$ cat src/design/arsms_pkg.sv
// constants, register layout and state type for the reset, start-up and mode sequencer
// assumes a 100 MHz mclk and a same-clock serial front end that hands over command words
// Functional notes
// - pin held low past width resets device
// - reset command acts only after full frame
// - short frame discards the reset command
// - command reset happens immediately once latched
// - ready rising edge opens the serial port
// - modulators wait 256 plus 44 periods
// - two fast samples, then cubic-sinc path
// - default ratio: samples at 1324, 3372 periods
// - resets repeat the wait, no settling interval
// - every reset reverts to external clock
// - continuous mode: one result per ratio periods
// - chop alternates polarity, averages two conversions
// - filter reset on swap, three conversions
// - four-bit delay field: 2 to 65536 periods
// - chop period is delay plus three conversions
// - chop restarts on pin fall, ratio change
// - first chop result: two intervals plus 44
// - no dc test signal under chop
// - two-bit field picks three power modes
// - sleep disables channels, resume restores operation
// - serial traffic ignored before ready edge
// - ready output active low, falls per result
package arsms_pkg;

    // timing
    localparam int unsigned MCLK_MHZ = 100;
    localparam int unsigned RESET_LOW_NS = 2000;
    localparam int unsigned RESET_LOW_CYC = (RESET_LOW_NS * MCLK_MHZ + 999) / 1000;
    localparam int unsigned WAIT_BASE_MOD = 256;
    localparam int unsigned WAIT_EXTRA_MOD = 44;
    localparam int unsigned START_WAIT_MOD = WAIT_BASE_MOD + WAIT_EXTRA_MOD;
    localparam int unsigned GC_FIRST_EXTRA_MOD = 44;
    localparam int unsigned FAST_SAMPLES = 2;
    localparam int unsigned FRAME_WORDS = 4;
    localparam int unsigned OSR_MIN = 128;

    // counter, command and address widths
    localparam int unsigned CNT_W = 18;
    localparam int unsigned LOW_W = 16;
    localparam int unsigned CMD_W = 16;
    localparam int unsigned ADR_W = 8;

    // serial command codes (values arbitrary)
    localparam logic [CMD_W-1:0] CMD_RESET = 16'h0011;
    localparam logic [CMD_W-1:0] CMD_STANDBY = 16'h0022;
    localparam logic [CMD_W-1:0] CMD_RESUME_COMMAND = 16'h0033;

    // register offsets
    localparam logic [ADR_W-1:0] CTRL_ADR = 8'h00;
    localparam logic [ADR_W-1:0] STAT_ADR = 8'h04;

    // control register fields
    localparam int unsigned CTRL_CHOP_EN_BIT = 0;
    localparam int unsigned CTRL_DLY_LSB = 4;
    localparam int unsigned CTRL_PWR_LSB = 8;
    localparam int unsigned CTRL_OSR_LSB = 10;
    localparam int unsigned CTRL_CLK_INT_BIT = 16;
    localparam int unsigned CTRL_DC_TEST_BIT = 17;
    localparam logic [31:0] CTRL_MASK = 32'h0003_1FF1;
    localparam logic [31:0] CTRL_RST = 32'h0000_0E00;

    // power levels
    localparam logic [1:0] PWR_VLP = 2'h0;
    localparam logic [1:0] PWR_LP = 2'h1;
    localparam logic [1:0] PWR_HR = 2'h2;
    localparam logic [1:0] PWR_BAD = 2'h3;

    // status register bits
    localparam int unsigned STAT_READY_BIT = 0;
    localparam int unsigned STAT_RUN_BIT = 1;
    localparam int unsigned STAT_SLEEP_BIT = 2;
    localparam int unsigned STAT_FAST_BIT = 3;
    localparam int unsigned STAT_POL_BIT = 4;
    localparam int unsigned STAT_DC_BIT = 5;

    typedef enum logic [1:0] {ST_HOLD, ST_WAIT, ST_RUN, ST_SLEEP} arsms_state_e;

endpackage

$ cat src/design/arsms_top.sv
// reset handling, fast start-up and conversion mode sequencing for a two-channel converter
// assumes a same-clock serial front end giving word and frame-end pulses, and a wishbone master
//
// The Wishbone interface to the registers and the register addresses were decided locally.
`timescale 1ns/1ps
module arsms_top #(
    parameter int unsigned MOD_DIV = 2
) (
    // clock and reset
    input wire logic mclk,
    input wire logic rst,
    // wishbone slave
    input wire logic wb_cyc_i,
    input wire logic wb_stb_i,
    input wire logic wb_we_i,
    input wire logic [arsms_pkg::ADR_W-1:0] wb_adr_i,
    input wire logic [3:0] wb_sel_i,
    input wire logic [31:0] wb_dat_i,
    output logic [31:0] wb_dat_o,
    output logic wb_ack_o,
    // sync-or-reset pin, active low, asynchronous
    input wire logic sync_reset_n,
    // serial command words from the front end
    input wire logic cmd_word_valid,
    input wire logic [arsms_pkg::CMD_W-1:0] cmd_word,
    input wire logic frame_end,
    input wire logic data_read,
    // sequencer outputs
    output logic sample_available_n,
    output logic spi_ready,
    output logic fast_path_sel,
    output logic filter_reset,
    output logic chop_polarity,
    output logic chans_enabled,
    output logic clk_sel_int,
    output logic [1:0] power_level,
    output logic dc_test_active
);

    localparam int unsigned DIV_W = (MOD_DIV > 1) ? $clog2(MOD_DIV) : 1;

    // elaboration check on the modulator divider
    if (MOD_DIV < 1 || MOD_DIV > 256) begin : g_bad_div
        $error("MOD_DIV out of range");
    end

    logic pin_s1_reg, pin_s2_reg, pin_s3_reg, pin_lvl_reg, pin_lvl_next;
    logic [arsms_pkg::LOW_W-1:0] low_cnt_reg;
    logic [DIV_W-1:0] div_cnt_reg;
    logic [2:0] words_reg;
    logic [arsms_pkg::CMD_W-1:0] cmd_reg;
    arsms_pkg::arsms_state_e state_reg;
    logic [arsms_pkg::CNT_W-1:0] cnt_reg, oversampling_ratio, dly, period, target;
    logic [1:0] samp_reg;
    logic gc_first_reg, pend_reg, ack_reg, ready_reg, fast_reg, frst_reg, pol_reg, dc_reg, chans_reg;
    logic [31:0] ctrl_reg, ctrl_next, dat_reg;
    logic pin_fall, pin_rst, mod_tick, cmd_done, cmd_reset, dev_reset, chop_en;
    logic ctrl_wr, osr_chg, restart, run_end, result, bus_req;

    // pin synchroniser: a new level counts once the second and third stages agree
    always_ff @(posedge mclk) begin
        if (rst) begin
            pin_s1_reg <= 1'b1;
            pin_s2_reg <= 1'b1;
            pin_s3_reg <= 1'b1;
            pin_lvl_reg <= 1'b1;
        end else begin
            pin_s1_reg <= sync_reset_n;
            pin_s2_reg <= pin_s1_reg;
            pin_s3_reg <= pin_s2_reg;
            pin_lvl_reg <= pin_lvl_next;
        end
    end
    assign pin_lvl_next = (pin_s2_reg == pin_s3_reg) ? pin_s3_reg : pin_lvl_reg;
    assign pin_fall = pin_lvl_reg & ~pin_lvl_next;

    // low-time measure
    // saturating count so a long hold keeps the device in reset
    always_ff @(posedge mclk) begin
        if (rst || pin_lvl_reg) begin
            low_cnt_reg <= '0;
        end else if (low_cnt_reg != arsms_pkg::LOW_W'(arsms_pkg::RESET_LOW_CYC)) begin
            low_cnt_reg <= low_cnt_reg + 1'b1;
        end
    end
    assign pin_rst = ~pin_lvl_reg && low_cnt_reg == arsms_pkg::LOW_W'(arsms_pkg::RESET_LOW_CYC);

    // modulator clock tick, derived from mclk
    always_ff @(posedge mclk) begin
        if (rst || mod_tick) begin
            div_cnt_reg <= '0;
        end else begin
            div_cnt_reg <= div_cnt_reg + 1'b1;
        end
    end
    assign mod_tick = div_cnt_reg == DIV_W'(MOD_DIV - 1);

    // words are ignored until the ready edge has been given
    always_ff @(posedge mclk) begin
        if (rst || frame_end) begin
            words_reg <= '0;
        end else if (cmd_word_valid && ready_reg) begin
            if (words_reg == 3'h0) begin
                cmd_reg <= cmd_word;
            end
            if (words_reg != 3'(arsms_pkg::FRAME_WORDS)) begin
                words_reg <= words_reg + 1'b1;
            end
        end
    end

    // a frame that ends short carries no command
    assign cmd_done = frame_end && ready_reg && words_reg == 3'(arsms_pkg::FRAME_WORDS);
    // reset acts the cycle its frame completes
    assign cmd_reset = cmd_done && cmd_reg == arsms_pkg::CMD_RESET;
    assign dev_reset = pin_rst || cmd_reset;

    // conversion period arithmetic, all in modulator periods
    assign chop_en = ctrl_reg[arsms_pkg::CTRL_CHOP_EN_BIT];
    assign oversampling_ratio = arsms_pkg::CNT_W'(arsms_pkg::OSR_MIN) << ctrl_reg[arsms_pkg::CTRL_OSR_LSB +: 3];
    // delay is two to the field plus one
    assign dly = arsms_pkg::CNT_W'(1) << ({1'b0, ctrl_reg[arsms_pkg::CTRL_DLY_LSB +: 4]} + 5'h01);
    assign period = dly + (oversampling_ratio << 1) + oversampling_ratio;
    // first interval of a restart carries the extra periods and gives no result
    assign target = !chop_en ? oversampling_ratio :
        gc_first_reg ? period + arsms_pkg::CNT_W'(arsms_pkg::GC_FIRST_EXTRA_MOD) : period;

    // pin fall or ratio change restarts chop conversions; turning chop on counts too
    assign restart = (chop_en && pin_fall) ||
        (ctrl_wr && ctrl_next[arsms_pkg::CTRL_CHOP_EN_BIT] && (osr_chg || !chop_en));
    // a ratio cut below the running count ends the period at once instead of wrapping
    assign run_end = state_reg == arsms_pkg::ST_RUN && mod_tick && !restart &&
        cnt_reg >= target - 1'b1;
    // one result per ratio in continuous mode
    assign result = run_end && (!chop_en || !gc_first_reg);

    // main sequencer: reset hold, start-up wait, run and sleep
    always_ff @(posedge mclk) begin
        if (rst) begin
            state_reg <= arsms_pkg::ST_HOLD;
            cnt_reg <= '0;
            gc_first_reg <= 1'b1;
        end else if (dev_reset) begin
            state_reg <= arsms_pkg::ST_HOLD;
            cnt_reg <= '0;
        end else begin
            unique case (state_reg)
                arsms_pkg::ST_HOLD: begin
                    state_reg <= arsms_pkg::ST_WAIT;
                    cnt_reg <= '0;
                end
                arsms_pkg::ST_WAIT: begin
                    if (mod_tick) begin
                        if (cnt_reg == arsms_pkg::CNT_W'(arsms_pkg::START_WAIT_MOD - 1)) begin
                            state_reg <= arsms_pkg::ST_RUN;
                            cnt_reg <= '0;
                            gc_first_reg <= 1'b1;
                        end else begin
                            cnt_reg <= cnt_reg + 1'b1;
                        end
                    end
                end
                arsms_pkg::ST_RUN: begin
                    if (cmd_done && cmd_reg == arsms_pkg::CMD_STANDBY) begin
                        state_reg <= arsms_pkg::ST_SLEEP;
                    end else if (restart) begin
                        cnt_reg <= '0;
                        gc_first_reg <= 1'b1;
                    end else if (run_end) begin
                        cnt_reg <= '0;
                        gc_first_reg <= 1'b0;
                    end else if (mod_tick) begin
                        cnt_reg <= cnt_reg + 1'b1;
                    end
                end
                arsms_pkg::ST_SLEEP: begin
                    if (cmd_done && cmd_reg == arsms_pkg::CMD_RESUME_COMMAND) begin
                        state_reg <= arsms_pkg::ST_WAIT;
                        cnt_reg <= '0;
                    end
                end
            endcase
        end
    end

    // count results to hand over from fast path to cubic-sinc
    always_ff @(posedge mclk) begin
        if (rst || dev_reset) begin
            samp_reg <= '0;
            fast_reg <= 1'b1;
        end else begin
            if (result && samp_reg != 2'(arsms_pkg::FAST_SAMPLES)) begin
                samp_reg <= samp_reg + 1'b1;
            end
            fast_reg <= (result ? samp_reg + 1'b1 : samp_reg) < 2'(arsms_pkg::FAST_SAMPLES);
        end
    end

    // filter reset accompanies every swap and restart
    always_ff @(posedge mclk) begin
        if (rst || dev_reset) begin
            pol_reg <= 1'b0;
            frst_reg <= 1'b0;
        end else begin
            frst_reg <= restart || (run_end && chop_en);
            if (restart || !chop_en) begin
                pol_reg <= 1'b0;
            end else if (run_end) begin
                pol_reg <= ~pol_reg;
            end
        end
    end

    // result drives the output low; a pending result forces a short high first
    always_ff @(posedge mclk) begin
        if (rst || dev_reset) begin
            ready_reg <= 1'b0;
            sample_available_n <= 1'b0;
            pend_reg <= 1'b0;
        end else if (state_reg == arsms_pkg::ST_HOLD) begin
            ready_reg <= 1'b1;
            sample_available_n <= 1'b1;
        end else if (result && !sample_available_n) begin
            sample_available_n <= 1'b1;
            pend_reg <= 1'b1;
        end else if (result || pend_reg) begin
            sample_available_n <= 1'b0;
            pend_reg <= 1'b0;
        end else if (data_read) begin
            sample_available_n <= 1'b1;
        end
    end

    // wishbone decode; one wait state, ack drops the cycle after
    assign bus_req = wb_cyc_i && wb_stb_i && !ack_reg;
    assign ctrl_wr = bus_req && wb_we_i && wb_adr_i == arsms_pkg::CTRL_ADR;
    assign osr_chg = ctrl_wr && ctrl_next[arsms_pkg::CTRL_OSR_LSB +: 3] !=
        ctrl_reg[arsms_pkg::CTRL_OSR_LSB +: 3];

    // byte-lane merge; an illegal power code keeps the old level
    always_comb begin
        ctrl_next = ctrl_reg;
        for (int b = 0; b < 4; b++) begin
            if (wb_sel_i[b]) begin
                ctrl_next[8*b +: 8] = wb_dat_i[8*b +: 8];
            end
        end
        ctrl_next = ctrl_next & arsms_pkg::CTRL_MASK;
        if (ctrl_next[arsms_pkg::CTRL_PWR_LSB +: 2] == arsms_pkg::PWR_BAD) begin
            ctrl_next[arsms_pkg::CTRL_PWR_LSB +: 2] = ctrl_reg[arsms_pkg::CTRL_PWR_LSB +: 2];
        end
    end

    // every reset returns the control word, clock select included, to defaults
    always_ff @(posedge mclk) begin
        if (rst || dev_reset) begin
            ctrl_reg <= arsms_pkg::CTRL_RST;
        end else if (ctrl_wr) begin
            ctrl_reg <= ctrl_next;
        end
    end

    // bus answer; unmapped reads return zero, unmapped writes are dropped
    always_ff @(posedge mclk) begin
        if (rst) begin
            ack_reg <= 1'b0;
            dat_reg <= '0;
        end else begin
            ack_reg <= bus_req;
            dat_reg <= '0;
            if (bus_req && wb_adr_i == arsms_pkg::CTRL_ADR) begin
                dat_reg <= ctrl_reg;
            end else if (bus_req && wb_adr_i == arsms_pkg::STAT_ADR) begin
                dat_reg[arsms_pkg::STAT_READY_BIT] <= ready_reg;
                dat_reg[arsms_pkg::STAT_RUN_BIT] <= state_reg == arsms_pkg::ST_RUN;
                dat_reg[arsms_pkg::STAT_SLEEP_BIT] <= state_reg == arsms_pkg::ST_SLEEP;
                dat_reg[arsms_pkg::STAT_FAST_BIT] <= fast_reg;
                dat_reg[arsms_pkg::STAT_POL_BIT] <= pol_reg;
                dat_reg[arsms_pkg::STAT_DC_BIT] <= dc_reg;
            end
        end
    end

    // dc test blocked while chop is on
    always_ff @(posedge mclk) begin
        if (rst) begin
            dc_reg <= 1'b0;
        end else begin
            dc_reg <= ctrl_reg[arsms_pkg::CTRL_DC_TEST_BIT] && !chop_en;
        end
    end

    // channel enable kept in a flop so the pin never shows decode glitches
    always_ff @(posedge mclk) begin
        if (rst) begin
            chans_reg <= 1'b0;
        end else begin
            chans_reg <= state_reg == arsms_pkg::ST_RUN;
        end
    end

    // outputs, all from flops
    assign wb_ack_o = ack_reg;
    assign wb_dat_o = dat_reg;
    assign spi_ready = ready_reg;
    assign fast_path_sel = fast_reg;
    assign filter_reset = frst_reg;
    assign chop_polarity = pol_reg;
    assign chans_enabled = chans_reg;
    assign clk_sel_int = ctrl_reg[arsms_pkg::CTRL_CLK_INT_BIT];
    assign power_level = ctrl_reg[arsms_pkg::CTRL_PWR_LSB +: 2];
    assign dc_test_active = dc_reg;

    // helper: modulator ticks spent in the start-up wait
    logic [arsms_pkg::CNT_W-1:0] wait_ticks_reg;
    always_ff @(posedge mclk) begin
        if (rst || state_reg != arsms_pkg::ST_WAIT) begin
            wait_ticks_reg <= '0;
        end else if (mod_tick) begin
            wait_ticks_reg <= wait_ticks_reg + 1'b1;
        end
    end
endmodule

$ cat config.mk
export PLATFORM = sky130hd
export DESIGN_NAME = arsms_top
export DESIGN_NICKNAME = d
export VERILOG_FILES = /design/src/design/arsms_pkg.sv /design/src/design/arsms_top.sv
export SDC_FILE = /design/constraint.sdc
export NUM_CORES = 1
export LEC_CHECK = 0
export ABC_AREA = 1
export BUFFER_PORTS_ARGS = -buffer_cell sky130_fd_sc_hd__buf_2
export CAP_MARGIN = 20
export CORE_MARGIN = 4
export CORE_UTILIZATION = 29
export CTS_CLUSTER_SIZE = 28
export DETAILED_ROUTE_END_ITERATION = 6
export HOLD_SLACK_MARGIN = 0.08
export PLACE_DENSITY = 0.57
export SYNTH_ARGS = -nofsm -noshare
export SYNTH_HDL_FRONTEND = slang
export SYNTH_SLANG_ARGS = --single-unit
export TNS_END_PERCENT = 5
$ cat constraint.sdc
create_clock -name mclk -period 4.2 [get_ports mclk]
set_clock_uncertainty 0.2 [all_clocks]
set_input_delay 0.21 -clock mclk [delete_from_list [all_inputs] [get_ports mclk]]
set_output_delay 0.21 -clock mclk [all_outputs]
set_load 0.02 [all_outputs]
# ---- After elaboration in Yosys (flattened, before gate mapping)
# Index checks and enable logic that the tools add are counted.
dict set report totals {
  latchBits 0
  wordCells 168
  ramBits 0
  reg_bits 99
  in_bits 69
  out_inout_bits 43
  rom_bits 0
  n_memories 0
}
dict set report classes {
  n_lt_le_gt_ge 2
  n_div 0
  bitwise_logic 10
  n_reduce_logical 60
  n_eq_ne 23
  addsub 10
  multipliers 0
  shifts 2
  n_mux 33
}
# operator count
set ops {}
lappend ops {{18-bit 2-to-1 mux} 9}
lappend ops {{18-bit one-hot mux with 4 select lines} 1}
lappend ops {{18-bit adder} 2}
lappend ops {{16-bit by 6-bit == test with 1-bit output (second input constant)} 2}
lappend ops {{1-bit logical AND} 25}
lappend ops {{18-bit by 1-bit adder with 18-bit output (second input constant)} 1}
lappend ops {{18-bit by 6-bit adder with 18-bit output (second input constant)} 1}
lappend ops {{18-bit by 9-bit == test with 1-bit output (second input constant)} 1}
lappend ops {{18-bit >= comparator} 1}
lappend ops {{1-bit by 5-bit left shift with 18-bit output (first input constant)} 1}
lappend ops {{8-bit by 3-bit left shift with 18-bit output (first input constant)} 1}
lappend ops {{18-bit by 1-bit subtractor with 18-bit output (second input constant)} 1}
lappend ops {{16-bit by 1-bit adder with 16-bit output (second input constant)} 1}
lappend ops {{16-bit by 5-bit == test with 1-bit output (second input constant)} 1}
lappend ops {{16-bit by 8-bit == test with 1-bit output (second input constant)} 1}
lappend ops {{16-bit by 8-bit != test with 1-bit output (second input constant)} 1}
lappend ops {{1-bit 2-to-1 mux} 13}
lappend ops {{6-bit 2-to-1 mux} 2}
lappend ops {{2-bit != test (second input constant)} 6}
lappend ops {{1-bit logical OR} 11}
lappend ops {{2-bit 2-to-1 mux} 5}
lappend ops {{2-bit AND reduction} 5}
lappend ops {{1-bit NOT} 9}
lappend ops {{8-bit by 3-bit == test with 1-bit output (second input constant)} 1}
lappend ops {{other kinds (27)} 38}

# ---- Depth between registers and ports, before layout
# Gate-level depths: netlist of the first run.
dict set report depth {
  depth_word 16
  ltp_mapped 35
  depth_no_buf 34
}

# ---- Least setup slack after synthesis of the first run
# Ideal clock, no wire load.
dict set report synth_timing {
  kind {reg2reg}
  start {register ctrl_reg[12]}
  end {register cnt_reg[5] (netlist bit)}
  n_path_buf 1
  path_slack_ps -306
  period_less_slack_ps 4506
  setup_time_ps 119
  t_arrival_ps 4188
  path_stages_with_launch 35
  cell_sequence {dfxtp_1 > inv_2 > nand3_1 > inv_1 > fa_1 > ha_1 > inv_1 > fa_1 > inv_1 > nand3_1 > nand2_1 > a21oi_1 > nand2_1 > nand3_1 > o21ai_0 > nand3_1 > nor2_2 > nand2_1 > nand2_1 > nand2_1 > ha_1 > nand2_1 > nor2_1 > nand2_1 > nor2_1 > nand2_1 > nand4_1 > nand2_1 > nand2_2 > nand2_4 > nand2_2 > nand2_2 > nand2_2 > buf_6 > nor2_2}
}
dict set report synth_between {
  elab_chain_len 13
  elab_cells_between_ends 23
  classes_between {add/sub: 4; order compare: 1; eq/ne: 2; shift: 1; mux: 7; reduce/logical: 8}
}
# item line_no
set synth_rtl {}
lappend synth_rtl {{from (decl)} arsms_top.sv:56} ;# logic [31:0] ctrl_reg, ctrl_next, dat_reg;
lappend synth_rtl {{from (signal assigned)} arsms_top.sv:257} ;# ctrl_reg <= arsms_pkg::CTRL_RST;
lappend synth_rtl {{from (signal assigned)} arsms_top.sv:259} ;# ctrl_reg <= ctrl_next;
lappend synth_rtl {{8-bit by 3-bit left shift with 18-bit output or 5-bit 2-to-1 mux (tied branches)} {arsms_top.sv:120, arsms_top.sv:244}}
lappend synth_rtl {{18-bit adder or 3-bit != test (tied branches)} {arsms_top.sv:123, arsms_top.sv:237}}
lappend synth_rtl {{18-bit adder or 1-bit logical AND (tied branches)} {arsms_top.sv:123, arsms_top.sv:237}}
lappend synth_rtl {{18-bit by 6-bit adder with 18-bit output or 1-bit logical OR (tied branches)} {arsms_top.sv:126, arsms_top.sv:130}}
lappend synth_rtl {{18-bit 2-to-1 mux or 1-bit logical AND (tied branches)} {arsms_top.sv:126, arsms_top.sv:130}}
lappend synth_rtl {{18-bit 2-to-1 mux or 1-bit logical OR (tied branches)} {arsms_top.sv:125, arsms_top.sv:129}}
lappend synth_rtl {{18-bit by 1-bit subtractor with 18-bit output or 1-bit logical NOT (tied branches)} {arsms_top.sv:133, arsms_top.sv:132}}
lappend synth_rtl {{18-bit >= comparator or 1-bit logical AND (tied branches)} {arsms_top.sv:133, arsms_top.sv:132}}
lappend synth_rtl {{1-bit logical AND} arsms_top.sv:132} ;# assign run_end = state_reg == arsms_pkg::ST_RUN && mod_tick && !restart &&
lappend synth_rtl {{18-bit 2-to-1 mux} arsms_top.sv:169} ;# end else if (run_end) begin
lappend synth_rtl {{18-bit 2-to-1 mux} arsms_top.sv:166} ;# end else if (restart) begin
lappend synth_rtl {{18-bit 2-to-1 mux} arsms_top.sv:164} ;# if (cmd_done && cmd_reg == arsms_pkg::CMD_STANDBY) begin
lappend synth_rtl {{18-bit one-hot mux with 4 select lines} arsms_top.sv:147} ;# unique case (state_reg)
lappend synth_rtl {{to (signal assigned)} arsms_top.sv:159} ;# cnt_reg <= cnt_reg + 1'b1;
lappend synth_rtl {{to (signal assigned)} arsms_top.sv:173} ;# cnt_reg <= cnt_reg + 1'b1;
lappend synth_rtl {{to (decl)} arsms_top.sv:53} ;# logic [arsms_pkg::CNT_W-1:0] cnt_reg, oversampling_ratio, dly, period, target;
# Parallel ways exist; a longest one is shown, timed or not. The select of a mux whose other input is x is not followed.
# A chain may end at the register's enable or synchronous reset.

# ---- Worst setup path in the final report of the first run
dict set report layout_timing {
  start {register ctrl_reg[5]}
  end {register cnt_reg[11] (netlist bit)}
}
dict set report layout_between {
  elab_chain_len 14
  elab_cells_between_ends 16
  classes_between {add/sub: 5; order compare: 1; eq/ne: 1; shift: 1; mux: 6; reduce/logical: 2}
}
# item line_no
set layout_rtl {}
lappend layout_rtl {{4-bit by 1-bit adder with 5-bit output *} arsms_top.sv:122} ;# assign dly = arsms_pkg::CNT_W'(1) << ({1'b0, ctrl_reg[arsms_pkg::CTRL_DLY_LSB +: 4]} + 5'h01);
lappend layout_rtl {{1-bit by 5-bit left shift with 18-bit output *} arsms_top.sv:122}
lappend layout_rtl {{18-bit adder * (2 in a row)} arsms_top.sv:123} ;# assign period = dly + (oversampling_ratio << 1) + oversampling_ratio;
lappend layout_rtl {{18-bit by 6-bit adder with 18-bit output} arsms_top.sv:126} ;# gc_first_reg ? period + arsms_pkg::CNT_W'(arsms_pkg::GC_FIRST_EXTRA_MOD) : period;
lappend layout_rtl {{18-bit 2-to-1 mux *} arsms_top.sv:126}
lappend layout_rtl {{18-bit 2-to-1 mux *} arsms_top.sv:125} ;# assign target = !chop_en ? oversampling_ratio :
lappend layout_rtl {{18-bit by 1-bit subtractor with 18-bit output *} arsms_top.sv:133} ;# cnt_reg >= target - 1'b1;
lappend layout_rtl {{18-bit >= comparator *} arsms_top.sv:133}
lappend layout_rtl {{1-bit logical AND *} arsms_top.sv:132}
lappend layout_rtl {{18-bit 2-to-1 mux} arsms_top.sv:169}
lappend layout_rtl {{18-bit 2-to-1 mux} arsms_top.sv:166}
lappend layout_rtl {{18-bit 2-to-1 mux} arsms_top.sv:164}
lappend layout_rtl {{18-bit one-hot mux with 4 select lines} arsms_top.sv:147}
# Every way passes the cells marked *; elsewhere a longest branch is shown, timed or not. The select of a mux whose other input is x is not followed.

==> impl_metrics.yaml, run 1 <==
run_status:
  outcome: "finished with violations"
  violations: "negative setup slack"
clocking:
  insertion_delay_ns: 0.34
  cts_tree: "done"
  htree_levels: 3
  cts.sinks: 99
  root_buffer: "clkbuf_16"
  cts_buffers: 9
  clk_pin_slew_ns: 0.07
  cts_buffer_depth: 2
critical_path:
  startpoint_type: "flop"
  crit_arrival_ns: 4.54
  worst_path_max_delay_cell: "dfxtp_2"
  cp_data_required_time_ns: 4.23
  critPathMostFrequentCell: "buf_4"
  crit_path_max_incr_delay_ns: 0.37
  path_buf_inv: 12
  endpoint_kind: "flop"
  cp_max_fo: 5
  path_class: "flop to flop"
  crit_family: "simple AND/OR/NAND/NOR gates"
yosys:
  syn_avg_cell_area_sq_um: 7.022
  synth_seq_cells: 99
  synth_top_area_cell: "dfxtp_1"
  syn_area_sq_um: 6489
  netlist.area_leader.share: 0.2561
  synth.yosys.seq_area_share: 0.3301
  synthTopCellsByCount: "207 x nand2_1, 127 x inv_1, 117 x nor2_1"
  yosysMostFrequentCell: "nand2_1"
  synth_cell_types: 47
  synthArstFlopShare: 0
  synth_enable_flop_cells: 16
  synthFlopType: "dfxtp_1"
  synth.area.top_cells: "dfxtp_1 26%, nand2_1 12%, ha_1 8.3%, edfxtp_1 7.4%, inv_1 7.3%"
  synth_cells: 924
  ys_warn_count: 0
sta:
  slew_viol_final: 0
  tns_ns: -6.504
  fmax_mhz: 221.9
  min_period_ns: 4.506
  hold_viol: 0
  setup_viol: 26
  slew_headroom: 0.2952
  rsz0062_at_grt: "yes"
  post-route-period-util: 1.073
  worst-slew-pin-transition_ns: 1.051
  final.setup.worst_slack_ns: -0.3057
global_route:
  grt_pass1_wl_microns: 28320
  grt_pass1_vias: 6118
  overflow: 0
  track_usage: 0.1372
  grt_max_degree: 21
  antenna_found_initial: 0
layout:
  stdcell_area_sq_um: 8760
  fill_cells: 2284
  largest_reg_flops: 18
  nNetsFinal: 1242
  final_layout_size_suffix_gt1_frac: 0.2544
  diodes: 0
  syn2layout_area_growth_pct: 35.00
  finalNonFillerCells: 1408
pwr:
  peakVddDrop_mv: 0.1919
  switching_share: 0.3134
  combinationalPowerShare: 0.228
  p_sw_mw: 0.7835
  p_clk_frac: 0.358
  p_leak_nw: 3.916
  p_int_mw: 1.716
  seq_power_share: 0.415
  pwr_density_cell_nw_per_um2: 285.4
route:
  vias_per_cell: 4.492
  via_count: 6325
  drt_iter0_drc: 257
  routedWlPerCell_microns: 11.86
  wl_microns: 16700
  dr.pass1.iters: 5
  ant_nets: 0
  route.detailed.drc: 0
floorplanning:
  start_util: 0.2964
  io_pins: 112
  core_sq_um: 21890
  die_w_microns: 157.6
  num_rows: 54
  die_area_sq_um: 24830
  die_h_microns: 157.6
placement:
  dp.cells: 1326
  place.gp.congestion: 0.8451
  dpl_cell_area_sq_um: 7600
  io_buffers: 73
  hpwl_microns: 12710
flow_run:
  maxCapViolations: 0
min_path:
  hp-class: "input port to flop"
-- path summary, 6_finish.rpt --
check / startpoint / to / slack, ns / cells past startpoint
max: ctrl_reg[5] / cnt_reg[11] / -0.31 / 35
min reg2reg: pin_s1_reg / pin_s2_reg / 0.22 / 1
min: wb_adr_i[3] / wb_dat_o[17] / 0.1 / 5
max reg2reg: ctrl_reg[5] / cnt_reg[11] / -0.31 / 35
-- power by group through the flow --
| stage | combinational (mW) | clock (mW) | sequential [mW] |
|---|---|---|---|
| 6_report | 0.569 | 0.894 | 1.04 |
| 5_1_grt | 0.633 | 0.962 | 1.04 |
| 4_1_cts | 0.566 | 0.914 | 1.04 |
| 3_5_place_dp | 0.498 | 0 | 1.06 |
| 3_3_place_gp | 0.497 | 0 | 1.06 |
| 2_1_floorplan | 0.396 | 0 | 1.06 |
-- logic make-up after synthesis --
kind of cell | after synthesis | share of synthesized area
AO/OA/AOI/OAI | 107 | 0.09082
XOR/XNOR | 19 | 0.02565
adder cells (fa/ha/maj) | 50 | 0.1045
buffers and inverters | 169 | 0.1159
flip-flops | 99 | 0.3301
other | 2 | 0.001157
AND/OR/NAND/NOR | 478 | 0.3319
-- per-stage QoR --
stage	worst slack (ns)	util	hold slack, ns	power, mW
after floorplan	-0.05453	-	0.1089	1.454
after global placement	-0.3756	0.3472	0.1873	1.557
after detailed placement	-0.4563	0.3472	0.1881	1.558
after CTS	-0.2550	0.3957	0.09957	2.518
after global routing	-0.5877	0.4001	0.1345	2.636
final	-0.3057	0.4001	0.09904	2.500
-- layer usage --
| metal | up-vias | track usage | share of wire |
|---|---|---|---|
| li1 | 3347 | - | - |
| met1 | 2850 | 0.1795 | 0.47 |
| met2 | 116 | 0.2398 | 0.48 |
| met3 | 12 | 0.02050 | 0.040 |
| met4 | 0 | 0.03032 | 0.0094 |
| met5 | - | 0 | 0 |
-- layout make-up --
cell class,count,area [sq um],share of cell area
clock buffer,10,250.2,0.02857
multi-input combinational,673,3895,0.4447
clock inverter,6,76.32,0.008713
timing repair buffer,207,1519,0.1734
sequential,99,2160,0.2465
inverter,133,509.2,0.05813
tap,280,350.3,0.03999
-- timing repair --
action                                  4_1_cts  5_1_grt
gates cloned                                  1        0
pin swaps                                    28       14
hold buffers                                 46        0
setup buffers                                17        2
hold endpoints to repair                     34        0
endpoints found under the setup margin       26       26
resized for setup                            44       21
-- worst reg2reg max path: cells and delay by family (launching register included) --
| family | cells | cell delay, ns |
|---|---|---|
| simple gates | 20 | 1.86 |
| buf+inv | 12 | 1.38 |
| fa+ha+maj | 2 | 0.54 |
| flops | 1 | 0.37 |
| compound gates | 1 | 0.04 |
-- cells in the final DEF, fill, tap and decap left out, types with 4 or more instances in the layout --
cell           count
nand2_4            4
nor3_2             5
o21ai_2            5
nand2_1          195
ha_1              38
buf_4             86
ha_4               4
clkbuf_16         10
a21oi_1           44
xnor2_1            6
dfxtp_4            4
nor3_1            16
nor2_2            27
inv_2             11
dfxtp_1           77
fa_1               6
nand3_2           10
buf_2             73
inv_1            119
dlygate4sd3_1     46
conb_1            19
o21ai_0           30
nand4_1           24
nor4_1             4
nand2_2           17
xor2_1            13
edfxtp_1          16
o21bai_1           4
nor2_4             7
nand3_1           55
nor2_1           101
o21ai_1            8
or2_2              4
(Power assumes the default switching activity.)
==> run 2: changes to the inputs <==
--- a/config.mk
+++ b/config.mk
@@ -8,6 +8,7 @@
 export ABC_AREA = 1
 export BUFFER_PORTS_ARGS = -buffer_cell sky130_fd_sc_hd__buf_2
 export CAP_MARGIN = 20
+export CORE_ASPECT_RATIO = 0.6
 export CORE_MARGIN = 4
 export CORE_UTILIZATION = 29
 export CTS_CLUSTER_SIZE = 28
==> run 2 against run 1 <==
The flow still finishes with violations (negative setup slack). Final cell count decreased by 0.28%. Global-route usage increased by 1.6 points. Utilization down 0.18 points. Sequential cell count unchanged.
==> impl_metrics.yaml, run 2 (synthesis gave the netlist of run 1 again) <==
route:
  route.detailed.drc: 0
  routedWlPerCell_microns: 13.38
  drt_iter0_drc: 474
  vias_per_cell: 4.536
  ant_nets: 0
  wl_microns: 18790
  via_count: 6369
  dr.pass1.iters: 5
clocking:
  root_buffer: "clkbuf_16"
  cts_buffer_depth: 2
  cts_tree: "done"
  insertion_delay_ns: 0.36
  htree_levels: 3
  cts_buffers: 9
  clk_pin_slew_ns: 0.07
  cts.sinks: 99
placement:
  dp.cells: 1328
  hpwl_microns: 14090
  place.gp.congestion: 0.8232
  io_buffers: 73
critical_path:
  startpoint_type: "flop"
  cp_max_fo: 8
  rr_worst_depth: 33
  endpoint_kind: "flop"
  critPathCapture: "cnt_reg[2]"
  worst_r2r_endpoint: "cnt_reg[2]"
  critPathMostFrequentCell: "nand2_2"
  worst_path_max_delay_cell: "fa_1"
  rrSetupSlack_ns: -0.27
  cp_data_required_time_ns: 4.26
  crit_start: "ctrl_reg[5]"
  crit_arrival_ns: 4.52
  path_class: "flop to flop"
  crit_path_max_incr_delay_ns: 0.53
  rr_startpoint: "ctrl_reg[5]"
global_route:
  met1_usage: 0.2397
  track_usage: 0.1530
  busiest_layer: "met1"
  use_met3: 0.03539
  overflow: 0
  grt_pass1_wl_microns: 30880
  grt.met2_usage: 0.2097
  grt_max_degree: 21
  antenna_found_initial: 0
  grt_pass1_vias: 5953
layout:
  fin_util: 0.3983
  multi_input_area_sq_um: 3999
  final_layout_size_suffix_gt1_frac: 0.2576
  final_common_cell: "nand2_1"
  largest_reg_flops: 18
  syn2layout_area_growth_pct: 35.17
  regArea_sq_um: 2162
  finalNonFillerCells: 1404
  diodes: 0
  nNetsFinal: 1232
  layout_common_cells: "186 x nand2_1, 117 x inv_1, 100 x nor2_1"
  fill_cells: 2259
min_path:
  min_from: "wb_dat_i[9]"
  hp-class: "input port to flop"
floorplanning:
  io_pins: 112
  num_rows: 42
  die_area_sq_um: 24910
  die_h_microns: 123.9
  die_w_microns: 201.1
  start_util: 0.2947
  core_sq_um: 22020
sta:
  setup_viol: 26
  post-route-period-util: 1.063
  hold_slack_ns: 0.1098
  hold_viol: 0
  final.setup.worst_slack_ns: -0.2654
  fmax_mhz: 223.9
  rsz0062_at_grt: "yes"
  slew_headroom: 0.5008
  slew_viol_final: 0
  min_period_ns: 4.465
  worst-slew-pin-transition_ns: 0.7479
pwr:
  pwr_density_cell_nw_per_um2: 280.5
  p_leak_nw: 3.862
  peakVddDrop_mv: 0.1928
run_status:
  outcome: "finished with violations"
  violations: "negative setup slack"
flow_run:
  maxCapViolations: 0
==> run 2: cell count changes in the layout (fill, tap and decap cells not counted), sizes merged <==
cell         before  now
clkbuf           10   12
clkinv            1    4
inv             135  132
buf             161  148
dlygate4sd3      46   49
clkinvlp          2    0
==> run 2: worst min-delay path by stage <==
| stage | cells after the start | end |
|---|---|---|
| floorplan | 0 | cmd_reg[0] |
| global placement | 1 | cmd_reg[8] |
| detailed placement | 1 | cmd_reg[7] |
| CTS | 3 | ctrl_reg[9] |
| global route | 4 | ctrl_reg[8] |
| finish | 3 | ctrl_reg[9] |
==> run 2: layer usage <==
layer,vias up,routed length [microns]
met5,-,0
met4,0,204
met3,15,1063
met2,175,6901
met1,2857,10620
li1,3322,-
==> run 2: what timing repair did <==
item	4_1_cts	5_1_grt
hold buffers	49	0
setup endpoints to repair	26	26
hold endpoints to repair	35	0
pin swaps	16	29
buffers inserted	5	6
gates resized for setup	35	59
==> run 2: cell type report <==
cell class              count  share of cell area
clock buffers              12             0.02810
flip-flops and latches     99              0.2465
repair buffers            197              0.1645
well taps                 286             0.04080
inverters                 133             0.05835
clock inverters             4            0.005849
multi-input cells         673              0.4559
==> run 2: critical path: cells and delay by family (launching register included) <==
kind | cells | cell delay, ns
flip-flops | 1 | 0.37
AO/OA/AOI/OAI | 1 | 0.11
buffers and inverters | 3 | 0.22
XOR/XNOR | 1 | 0.16
adder cells (fa/ha/maj) | 4 | 1.35
AND/OR/NAND/NOR | 24 | 1.98
==> run 2: stage by stage <==
| step | instance area, sq um | TNS, ns | worst slack [ns] | power (mW) |
|---|---|---|---|---|
| after floorplan | 6616 | -0.4848 | -0.05453 | 1.454 |
| after CTS | 8506 | -4.761 | -0.2319 | 2.468 |
| after detailed placement | 7577 | -10.41 | -0.4391 | 1.583 |
| final | 8771 | -5.797 | -0.2654 | 2.460 |
| after global placement | 7577 | -9.878 | -0.4226 | 1.584 |
| after global routing | 8771 | -13.92 | -0.5853 | 2.587 |
==> run 2: power by group <==
part           total (mW)  internal [mW]  switching [mW]
Combinational       0.565          0.196           0.368
Clock               0.857          0.479           0.378
Sequential           1.04          0.998          0.0407
Total                2.46           1.67           0.787
==> run 3: changes to the inputs <==
--- a/config.mk
+++ b/config.mk
@@ -14,7 +14,7 @@
 export CTS_CLUSTER_SIZE = 28
 export DETAILED_ROUTE_END_ITERATION = 6
 export HOLD_SLACK_MARGIN = 0.08
-export PLACE_DENSITY = 0.57
+export PLACE_DENSITY = 0.56
 export SYNTH_ARGS = -nofsm -noshare
 export SYNTH_HDL_FRONTEND = slang
 export SYNTH_SLANG_ARGS = --single-unit
==> constraint.sdc (replaced) <==
create_clock -name mclk -period 4.6 [get_ports mclk]
set_clock_uncertainty 0.2 [all_clocks]
set_input_delay 0.23 -clock mclk [delete_from_list [all_inputs] [get_ports mclk]]
set_output_delay 0.23 -clock mclk [all_outputs]
set_load 0.02 [all_outputs]
==> run 3 against run 2 <==
The flow now finishes without violations. Non-clock buffer count decreased by 19. Largest power group unchanged. Largest cell class unchanged. Critical endpoint is now cnt_reg[12]. Worst setup slack improved by 0.29 ns. Fmax is 2.3% lower.
==> impl_metrics.yaml, run 3 (synthesis gave the netlist of run 1 again) <==
pwr:
  seq_power_share: 0.417
  pwr_density_cell_nw_per_um2: 265.0
  switching_share: 0.3150
  peakVddDrop_mv: 0.1812
  p_sw_mw: 0.7184
  p_leak_nw: 3.791
  p_int_mw: 1.562
  p_clk_frac: 0.357
  combinationalPowerShare: 0.226
critical_path:
  worst_path_max_delay_cell: "fa_1"
  startpoint_type: "flop"
  endpoint_kind: "flop"
  path_class: "flop to flop"
  cp_data_required_time_ns: 4.69
  cp_max_fo: 5
  crit_path_max_incr_delay_ns: 0.60
  crit_arrival_ns: 4.66
  rr_worst_depth: 32
  rrSetupSlack_ns: 0.03
  worst_r2r_endpoint: "cnt_reg[12]"
  rr_startpoint: "ctrl_reg[12]"
floorplanning:
  num_rows: 42
  start_util: 0.2947
  die_w_microns: 201.1
  die_area_sq_um: 24910
  die_h_microns: 123.9
  core_sq_um: 22020
  io_pins: 112
global_route:
  grt_max_degree: 21
  overflow: 0
  grt_pass1_wl_microns: 28420
  track_usage: 0.1412
  grt_pass1_vias: 5549
  antenna_found_initial: 0
route:
  dr.pass1.iters: 5
  via_count: 6227
  ant_nets: 0
  vias_per_cell: 4.496
  wl_microns: 17960
  route.detailed.drc: 0
  routedWlPerCell_microns: 12.97
  drt_iter0_drc: 381
layout:
  fill_cells: 2256
  fin_util: 0.3909
  finalNonFillerCells: 1385
  layout_common_cells: "191 x nand2_1, 118 x inv_1, 101 x nor2_1"
  final_layout_size_suffix_gt1_frac: 0.2475
  syn2layout_area_growth_pct: 32.65
  diodes: 0
  nNetsFinal: 1213
  final_common_cell: "nand2_1"
  largest_reg_flops: 18
sta:
  slew_headroom: 0.5473
  rsz0062_at_grt: "yes"
  setup_viol: 0
  tns_ns: 0
  hold_viol: 0
  post-route-period-util: 0.9936
  slew_viol_final: 0
  min_period_ns: 4.570
  worst-slew-pin-transition_ns: 0.6784
  fmax_mhz: 218.8
placement:
  io_buffers: 73
  hpwl_microns: 13550
  place.gp.congestion: 0.8205
  dp.cells: 1323
clocking:
  root_buffer: "clkbuf_16"
  cts_tree: "done"
  htree_levels: 3
  cts_buffer_depth: 2
  insertion_delay_ns: 0.35
  clk_pin_slew_ns: 0.07
  cts_buffers: 9
  cts.sinks: 99
run_status:
  outcome: "finished clean"
min_path:
  hold_depth: 6
  min_from: "wb_adr_i[5]"
  holdPathEnd: "wb_dat_o[17]"
  hp-class: "input port to flop"
flow_run:
  maxCapViolations: 0
-- run 3: cell count changes in the layout (fill, tap and decap cells not counted), moves of 2 or more --
cell           before  now
dfxtp_2             1    3
nor2_2             24   22
inv_4               3    1
buf_4              71   60
nand2_1           186  191
dlygate4sd3_1      49   41
inv_2              11   13
clkinv_4            2    0
dfxtp_4             5    3
nand2_2            23   19
clkbuf_16           9   11
-- run 3: what timing repair did --
| item | in CTS | in global routing |
|---|---|---|
| hold buffers | 41 | 0 |
| endpoints found under the setup margin | 25 | 26 |
| buffers inserted | 1 | 3 |
| gates resized for setup | 30 | 64 |
| pin swaps | 7 | 32 |
| hold endpoints to repair | 33 | 0 |
| cloned | 0 | 1 |
-- run 3: power groups by stage --
stage	clock, mW	combinational (mW)	sequential (mW)
after floorplan	0	0.358	0.967
after global placement	0	0.455	0.971
after detailed placement	0	0.460	0.973
after CTS	0.841	0.485	0.952
after global routing	0.874	0.580	0.956
final	0.815	0.515	0.951
-- run 3: metrics by stage --
stage                     power (mW)  cell area [sq um]  setup WS, ns  hold slack (ns)
after floorplan                1.324               6553       0.09393           0.1289
after global placement         1.427               7478       -0.1420           0.2031
after detailed placement       1.432               7490       -0.2054           0.1967
after CTS                      2.278               8310      0.009690          0.08163
after global routing           2.410               8607       -0.2894           0.1262
final                          2.281               8607       0.02955          0.09472
-- run 3: layer usage --
| metal | global-route usage | part of all wire | up-vias |
|---|---|---|---|
| li1 | - | - | 3282 |
| met1 | 0.2233 | 0.55 | 2754 |
| met2 | 0.1911 | 0.38 | 177 |
| met3 | 0.03617 | 0.068 | 14 |
| met4 | 0.02405 | 0.0085 | 0 |
| met5 | 0 | 0 | - |
-- run 3: worst max-delay path by stage --
stage	to	cells after the start	from
global placement	cnt_reg[2]	33	ctrl_reg[11]
floorplan	cnt_reg[5]	34	ctrl_reg[12]
detailed placement	sample_available_n	31	ctrl_reg[11]
finish	cnt_reg[12]	32	ctrl_reg[12]
CTS	cnt_reg[2]	33	ctrl_reg[12]
global route	cnt_reg[9]	33	ctrl_reg[11]
-- run 3: final cells by class --
type,count,area (sq um),share of cell area
Timing Repair Buffer,178,1294,0.1503
Multi-Input combinational cell,673,3976,0.4620
Clock buffer,11,254.0,0.02951
Sequential cell,99,2157,0.2506
Clock inverter,5,66.31,0.007705
Tap cell,286,357.8,0.04158
Inverter,133,501.7,0.05829
-- run 3: worst max-delay path: cells and delay by family, from the launching register on --
kind            cells  cell delay (ns)
simple gates       19             1.74
fa+ha+maj           3             1.08
buf+inv             7             0.79
compound gates      3             0.38
flops               1             0.33
